`src/dds_ctrl_pkg.sv`:
```
package dds_ctrl_pkg;
    localparam int CTL_W = 14;
    localparam logic [1:0] CTL_ADDR = 2'h0;
    localparam int ADDR_HI = 15;
    localparam int ADDR_LO = 14;
    // field positions inside oscillator_control_word
    localparam int F_FSEL = 11;
    localparam int F_PSEL = 10;
    localparam int F_SRC = 9;
    localparam int F_RST = 8;
    localparam int F_GATE = 7;
    localparam int F_PD = 6;
    localparam int F_PIN_EN = 5;
    localparam int F_PIN_SRC = 4;
    localparam int F_HALVE = 3;
    localparam int F_MODE = 1;
    localparam logic [CTL_W-1:0] CTL_RESET = 14'h0000;
    localparam int ACC_W = 28;
    localparam int PH_W = 12;
    localparam int DAC_W = 10;
    localparam logic [DAC_W-1:0] MID_SCALE = 10'h200;
    localparam logic [DAC_W-1:0] MID_LOW = 10'h1FF;
    localparam int PIPE_N = 7;
    localparam int PIN_N = 5;
    // synchronised pin slots
    localparam int P_FSEL = 0;
    localparam int P_PSEL = 1;
    localparam int P_RST = 2;
    localparam int P_PD = 3;
    localparam int P_CMP = 4;

    typedef struct packed {
        logic [CTL_W-1:0] ctl;
        logic [PIN_N-1:0] sync1;
        logic [PIN_N-1:0] sync2;
        logic [ACC_W-1:0] acc;
        logic [PIPE_N-1:0][DAC_W-1:0] pipe;
        logic msb_prev;
        logic half_tog;
        logic square_out;
        logic oe_n;
    } core_t;

    typedef struct packed {
        logic fsel;
        logic psel;
        logic rst;
        logic gate;
        logic pd;
        logic pin_en;
        logic pin_src;
        logic halve;
    } fall_t;
endpackage
```
`src/dds_control_word_decode.sv`:
```
// Overview of operation
// phase select picks offset register added
// source 1: select, reset, powerdown from pins
// source 0: those functions from control fields
// reset clears datapath, output goes midscale
// clock gate halts accumulator, output holds
// power-down field switches converter off
// enable drives square pin, else high-Z
// host keeps enable 0 when unused
// source 1 routes comparator to pin
// source 0 routes data MSB to pin
// halving select 1 direct, 0 halved
// host writes zero to reserved bits
// waveform 1 bypasses sine table: ramp
// waveform 0 uses sine table
// host clears waveform when enable set
// fields except waveform sampled falling edge
// top two bits zero mark control write
// output signal seven cycles after release
`timescale 1ns/1ns
`default_nettype none
module dds_control_word_decode
    import dds_ctrl_pkg::*;
(
    // clock and reset
    input wire logic mclk,
    input wire logic arst_n,
    // control word writes
    input wire logic [15:0] word_data,
    input wire logic word_strobe,
    // frequency and phase registers held outside
    input wire logic [ACC_W-1:0] freq_word_a,
    input wire logic [ACC_W-1:0] freq_word_b,
    input wire logic [PH_W-1:0] phase_offset_reg_a,
    input wire logic [PH_W-1:0] phase_offset_reg_b,
    // external control pins
    input wire logic freq_select_pin,
    input wire logic phase_select_pin,
    input wire logic reset_pin,
    input wire logic power_down_pin,
    input wire logic comparator_in,
    // converter and square pin
    output logic [DAC_W-1:0] dac_data,
    output logic converter_power_down,
    output logic square_pin_out,
    output logic square_pin_oe_n,
    // decoded state
    output logic freq_select,
    output logic phase_select,
    output logic datapath_reset
);
    core_t cur;
    core_t next_cur;
    fall_t fall;

    // quarter sine, amplitude 0..511 at bin centres
    function automatic logic [8:0] quarter_sine(input logic [3:0] idx);
        logic [8:0] v;
        v = 9'h000;
        case (idx)
            4'h0: v = 9'h019;
            4'h1: v = 9'h04B;
            4'h2: v = 9'h07C;
            4'h3: v = 9'h0AC;
            4'h4: v = 9'h0DB;
            4'h5: v = 9'h107;
            4'h6: v = 9'h131;
            4'h7: v = 9'h157;
            4'h8: v = 9'h17B;
            4'h9: v = 9'h19B;
            4'hA: v = 9'h1B8;
            4'hB: v = 9'h1D0;
            4'hC: v = 9'h1E4;
            4'hD: v = 9'h1F3;
            4'hE: v = 9'h1FD;
            4'hF: v = 9'h1FF;
            default: v = 9'h000;
        endcase
        return v;
    endfunction

    logic [PH_W-1:0] phase;
    logic [3:0] sidx;
    logic [8:0] amp;
    logic [DAC_W-1:0] sample;
    logic digital_bit;

    always_comb
    begin
        next_cur = cur;
        next_cur.sync1 = {comparator_in, power_down_pin, reset_pin, phase_select_pin, freq_select_pin};
        next_cur.sync2 = cur.sync1;
        if (word_strobe && word_data[ADDR_HI:ADDR_LO] == CTL_ADDR)
        begin
            next_cur.ctl = word_data[CTL_W-1:0];
        end
        // phase offset lands on the top bits of the accumulator
        phase = cur.acc[ACC_W-1 -: PH_W] + (fall.psel ? phase_offset_reg_b : phase_offset_reg_a);
        sidx = phase[PH_W-2] ? ~phase[PH_W-3 -: 4] : phase[PH_W-3 -: 4];
        amp = quarter_sine(sidx);
        if (cur.ctl[F_MODE])
        begin
            // waveform is read straight from the rising-edge copy
            sample = phase[PH_W-1] ? ~phase[PH_W-2 -: DAC_W] : phase[PH_W-2 -: DAC_W];
        end
        else if (phase[PH_W-1])
        begin
            sample = MID_LOW - DAC_W'(amp);
        end
        else
        begin
            sample = MID_SCALE + DAC_W'(amp);
        end
        if (fall.rst)
        begin
            next_cur.acc = '0;
            next_cur.pipe = {PIPE_N{MID_SCALE}};
        end
        else if (!fall.gate)
        begin
            next_cur.acc = cur.acc + (fall.fsel ? freq_word_b : freq_word_a);
            next_cur.pipe = {cur.pipe[PIPE_N-2:0], sample};
        end
        // halver toggles on each rising edge of the data MSB
        next_cur.msb_prev = cur.pipe[PIPE_N-1][DAC_W-1];
        if (cur.pipe[PIPE_N-1][DAC_W-1] && !cur.msb_prev)
        begin
            next_cur.half_tog = !cur.half_tog;
        end
        digital_bit = fall.halve ? cur.pipe[PIPE_N-1][DAC_W-1] : cur.half_tog;
        next_cur.square_out = fall.pin_src ? cur.sync2[P_CMP] : digital_bit;
        next_cur.oe_n = !fall.pin_en;
    end

    always_ff @(posedge mclk or negedge arst_n)
    begin
        if (!arst_n)
        begin
            // edge detector starts at the midscale MSB, so release shows no false rising edge
            cur <= '{ctl: CTL_RESET, pipe: {PIPE_N{MID_SCALE}}, msb_prev: MID_SCALE[DAC_W-1], oe_n: 1'b1, default: '0};
        end
        else
        begin
            cur <= next_cur;
        end
    end

    // control fields other than the waveform are taken on the falling edge, so a half-cycle of setup is allowed
    always_ff @(negedge mclk or negedge arst_n)
    begin
        if (!arst_n)
        begin
            fall <= '{rst: 1'b1, default: '0};
        end
        else
        begin
            fall.psel <= cur.ctl[F_SRC] ? cur.sync2[P_PSEL] : cur.ctl[F_PSEL];
            fall.fsel <= cur.ctl[F_SRC] ? cur.sync2[P_FSEL] : cur.ctl[F_FSEL];
            fall.rst <= cur.ctl[F_SRC] ? cur.sync2[P_RST] : cur.ctl[F_RST];
            fall.pd <= cur.ctl[F_SRC] ? cur.sync2[P_PD] : cur.ctl[F_PD];
            fall.gate <= cur.ctl[F_GATE];
            fall.pin_en <= cur.ctl[F_PIN_EN];
            fall.pin_src <= cur.ctl[F_PIN_SRC];
            fall.halve <= cur.ctl[F_HALVE];
        end
    end

    assign dac_data = cur.pipe[PIPE_N-1];
    assign square_pin_out = cur.square_out;
    assign square_pin_oe_n = cur.oe_n;
    assign converter_power_down = fall.pd;
    assign freq_select = fall.fsel;
    assign phase_select = fall.psel;
    assign datapath_reset = fall.rst;
endmodule
`default_nettype wire

```
`config.mk`:
```
export PLATFORM = sky130hd
export DESIGN_NAME = dds_control_word_decode
export DESIGN_NICKNAME = d
export VERILOG_FILES = /design/src/dds_ctrl_pkg.sv /design/src/dds_control_word_decode.sv
export SDC_FILE = /design/constraint.sdc
export NUM_CORES = 1
export LEC_CHECK = 0
export BUFFER_PORTS_ARGS = -buffer_cell sky130_fd_sc_hd__buf_2
export CAP_MARGIN = 20
export CELL_PAD_IN_SITES_DETAIL_PLACEMENT = 0
export CELL_PAD_IN_SITES_GLOBAL_PLACEMENT = 2
export CORE_AREA = 2 2 146 148
export CTS_CLUSTER_DIAMETER = 200
export DETAILED_ROUTE_END_ITERATION = 16
export DIE_AREA = 0 0 148 150
export HOLD_SLACK_MARGIN = 0.08
export PLACE_DENSITY_LB_ADDON = 0.1
export REMOVE_ABC_BUFFERS = 1
export SETUP_SLACK_MARGIN = 0.3
export SYNTH_ARGS = -nofsm -noshare
export SYNTH_HDL_FRONTEND = slang
export SYNTH_SLANG_ARGS = --single-unit
```
`constraint.sdc`:
```
create_clock -name mclk -period 12.52 [get_ports mclk]
set_input_delay 0.626 -clock mclk [delete_from_list [all_inputs] [get_ports mclk]]
set_output_delay 0.626 -clock mclk [all_outputs]
set_load 0.02 [all_outputs]
```
==> results.toml <==
[synth]
synth_top_flop_cell = "dfrtp_1"
synth-seq-cells = 130
netlist_area_sq_um = 8100
synth_edf_count = 0
synthArstFlopShare = 1.00
synth_seq_area_share = 0.403
synth_top_family_by_area = "multiplexers"
synth-compound-area-share = 0.144
yosys.area_share.simple = 0.123
syn_inst = 810
synth-adder-area-share = 0.0713
syn_area_per_cell_sq_um = 10.0
synth_cell_type_count = 76
ys_warn_count = 0
synth_mux_area_frac = 0.163
synthXorXnorAreaFrac = 0.0520

[floorplanning]
start_util = 0.392
design.die.area_sq_um = 22200
die_w_um = 148
ios = 120
die_height_um = 150
core_area_sq_um = 20700
rows = 53

[clock_network]
clk_latency_ns = 0.44
htree_levels = 4
clockBufferDepth = 2
cts_buffers = 17
hold_buffers = 0
clock-root-buffer = "clkbuf_16"
path_clk_slew_ns = 0.07
cts_tree = "yes"
cts_setup_buffers = 0
cts-resized-gates = 0
clock_sinks = 130

[cells_and_area]
final_nets = 1052
nFillCells = 2073
syn2layout_area_growth_pct = 16.1
final_cells = 1191
diodes = 0
drive_gt1_frac = 0.259

[detailed_routing]
drt_first_pass_iters = 6
ant_nets = 0
viasPerCell = 5.14
drtIter0Drc = 283
routed_wl_um = 18200
wl_per_cell_um = 15.3
drc = 0
vias = 6121

[sta]
drv_slew = 0
skew_ns = 0.0301
fin_setup_tns_ns = 0
final_hold_viol_count = 0
rsz0062_at_grt = "false"
maxSlewHeadroom = 0.325
setup_slack_ns = 1.40
worstMarginPinSlew_ns = 1.01
whs_ns = 0.160
setup_violations = 0

[critical_path]
setup.worst_path.class = "reg -> reg"
cp_max_fo = 13
cp_cell_sequence = "mux2i_1 -> nor2b_1 -> fa_1 -> a21oi_1 -> and2b_4 -> o41ai_4 -> xor2_1 -> nor2_1 -> o221a_2 -> o41ai_1 -> mux2_2 -> a31o_2"
end_kind = "flip-flop"
worst_setup_path_start_kind = "flip-flop"
worstPathRequired_ns = 12.83
cpPeakStageDelay_ns = 0.78
crit_slowest_cell = "dfrtn_1"
cp.arrival_ns = 11.42

[power]
irDropWorstVdd_mv = 0.121
power.leakage_uw = 0.00452
power.density_nw_per_um2 = 276

[place]
place_congestion = 0.855
dp_hpwl_um = 12600
place_inst = 1159
post-place-ws_ns = 1.38
port_buffers = 115

[outcome]
status = "finished clean"

[global_route]
grt_pass1_vias = 6070
grt_usage = 0.171
antenna_found_initial = 0
grt_first_pass_wirelength_um = 30200
grt_max_degree = 89
overflow = 0

[min_path]
hp-class = "in -> async"

[job]
maxCapViolations = 0
-- Yosys cell counts (3+ instances only) --
cell type    n  share of area
o21bai_1     5         0.0046
xor2_1      15          0.016
dfrtn_1      7          0.022
clkbuf_1    23          0.011
xnor2_1     30          0.032
a31oi_1      6         0.0046
buf_4       11          0.010
nand2b_1     4         0.0031
dfstp_2     10          0.032
nor3b_1      4         0.0037
nand2_1     67          0.031
or3_1        5         0.0039
buf_6        4         0.0056
a221oi_1     4         0.0043
inv_1       21         0.0097
o21ai_0     26          0.016
mux2i_1     71          0.088
o21a_1      11          0.010
a21oi_1     49          0.030
nand3_1     15         0.0093
nor2b_1      3         0.0023
dfrtp_1    113           0.35
o211ai_1     3         0.0028
nand4_1      3         0.0023
a21o_1      15          0.014
nor3_1      13         0.0080
ha_1        43          0.066
nor2_1     102          0.047
a211oi_1     6         0.0056
o221ai_1     3         0.0032
o31ai_1      5         0.0046
mux2_2      52          0.072
buf_1        8         0.0037
-- worst max-delay path, delay by kind of cell, from the launching register on --
| kind | cells | cell delay (ns) |
|---|---|---|
| AOI/OAI and AO/OA | 5 | 1.60 |
| xor gates and xnor gates | 1 | 0.71 |
| adders and majority gates | 1 | 0.41 |
| DFF | 1 | 0.78 |
| muxes | 2 | 0.81 |
| and+or+nand+nor | 3 | 0.46 |
-- worst paths after layout --
kind	from	to	slack (ns)	cells past startpoint
worst max-delay path	phase_select	cur[6]	1.40	12
worst min-delay path	arst_n	cur[30]	0.16	1
worst max register to register	phase_select	cur[6]	1.40	12
worst min register to register	cur[110]	cur[105]	0.35	0
max in group asynchronous	arst_n	datapath_reset	5.23	2
min in group mclk	comparator_in	cur[111]	0.31	1
-- area by class of cell --
class,count,area [sq um],area share
clock inverter,13,111,0.0118
sequential,130,3270,0.347
tap,275,344,0.0366
multi-input combinational,609,4480,0.477
clock buffer,20,479,0.0510
inverter,21,78.8,0.00838
timing repair buffer,123,642,0.0682
-- where the power goes --
part,internal [uW],total [uW],leakage (uW),switching (uW)
registers,506,571,0.00168,64.5
clock network,284,493,0.000288,209
logic,649,1530,0.00255,884
-- cells in the final DEF (no fill, tap or decap), types with 4 or more instances in the layout --
master and n:
nand2b_1 4, mux2_2 52, nor3_1 13, dfstp_2 10, inv_1 21, nand3_1 15
inv_6 5, o21ai_0 26, buf_4 8, nand2_1 67, a21oi_1 49, ha_1 43
nor2_1 102, dfrtp_1 113, o31ai_1 5, or3_1 5, a211oi_1 6, mux2i_1 71
a21o_1 15, dfrtn_1 7, o21bai_1 5, o21a_1 11, a221oi_1 4, xor2_1 15
buf_2 114, a31oi_1 6, clkbuf_16 19, xnor2_1 30
-- per-stage QoR --
| step | util | power (uW) | instance area (sq um) |
|---|---|---|---|
| after floorplan | - | 1780 | 7830 |
| after global placement | 0.426 | 2090 | 8820 |
| after detailed placement | 0.426 | 2110 | 8820 |
| after CTS | 0.455 | 2620 | 9410 |
| after global routing | 0.455 | 2830 | 9410 |
| final | 0.455 | 2600 | 9410 |
-- logic make-up after synthesis --
family,after synthesis
adders and majority gates,45
buffers and inverters,71
AOI/OAI and AO/OA,165
DFF,130
and+or+nand+nor,229
xor gates and xnor gates,46
muxes,124
-- layer usage --
layer | part of all wire | vias up | track usage
met5 | 0 | - | 0
met2 | 0.46 | 121 | 0.283
met1 | 0.48 | 2927 | 0.223
li1 | - | 3054 | -
met4 | 0.019 | 0 | 0.0552
met3 | 0.039 | 19 | 0.0381
-- sequential cells by signal, indices dropped and copies added, names as in the netlist --
| name | cells |
|---|---|
| square_pin_out | 1 |
| dac_data | 10 |
| square_pin_oe_n | 1 |
| fall | 4 |
| freq_select | 1 |
| phase_select | 1 |
| cur | 110 |
| datapath_reset | 1 |
| converter_power_down | 1 |
Note: power is estimated with default switching activity, not from simulation.
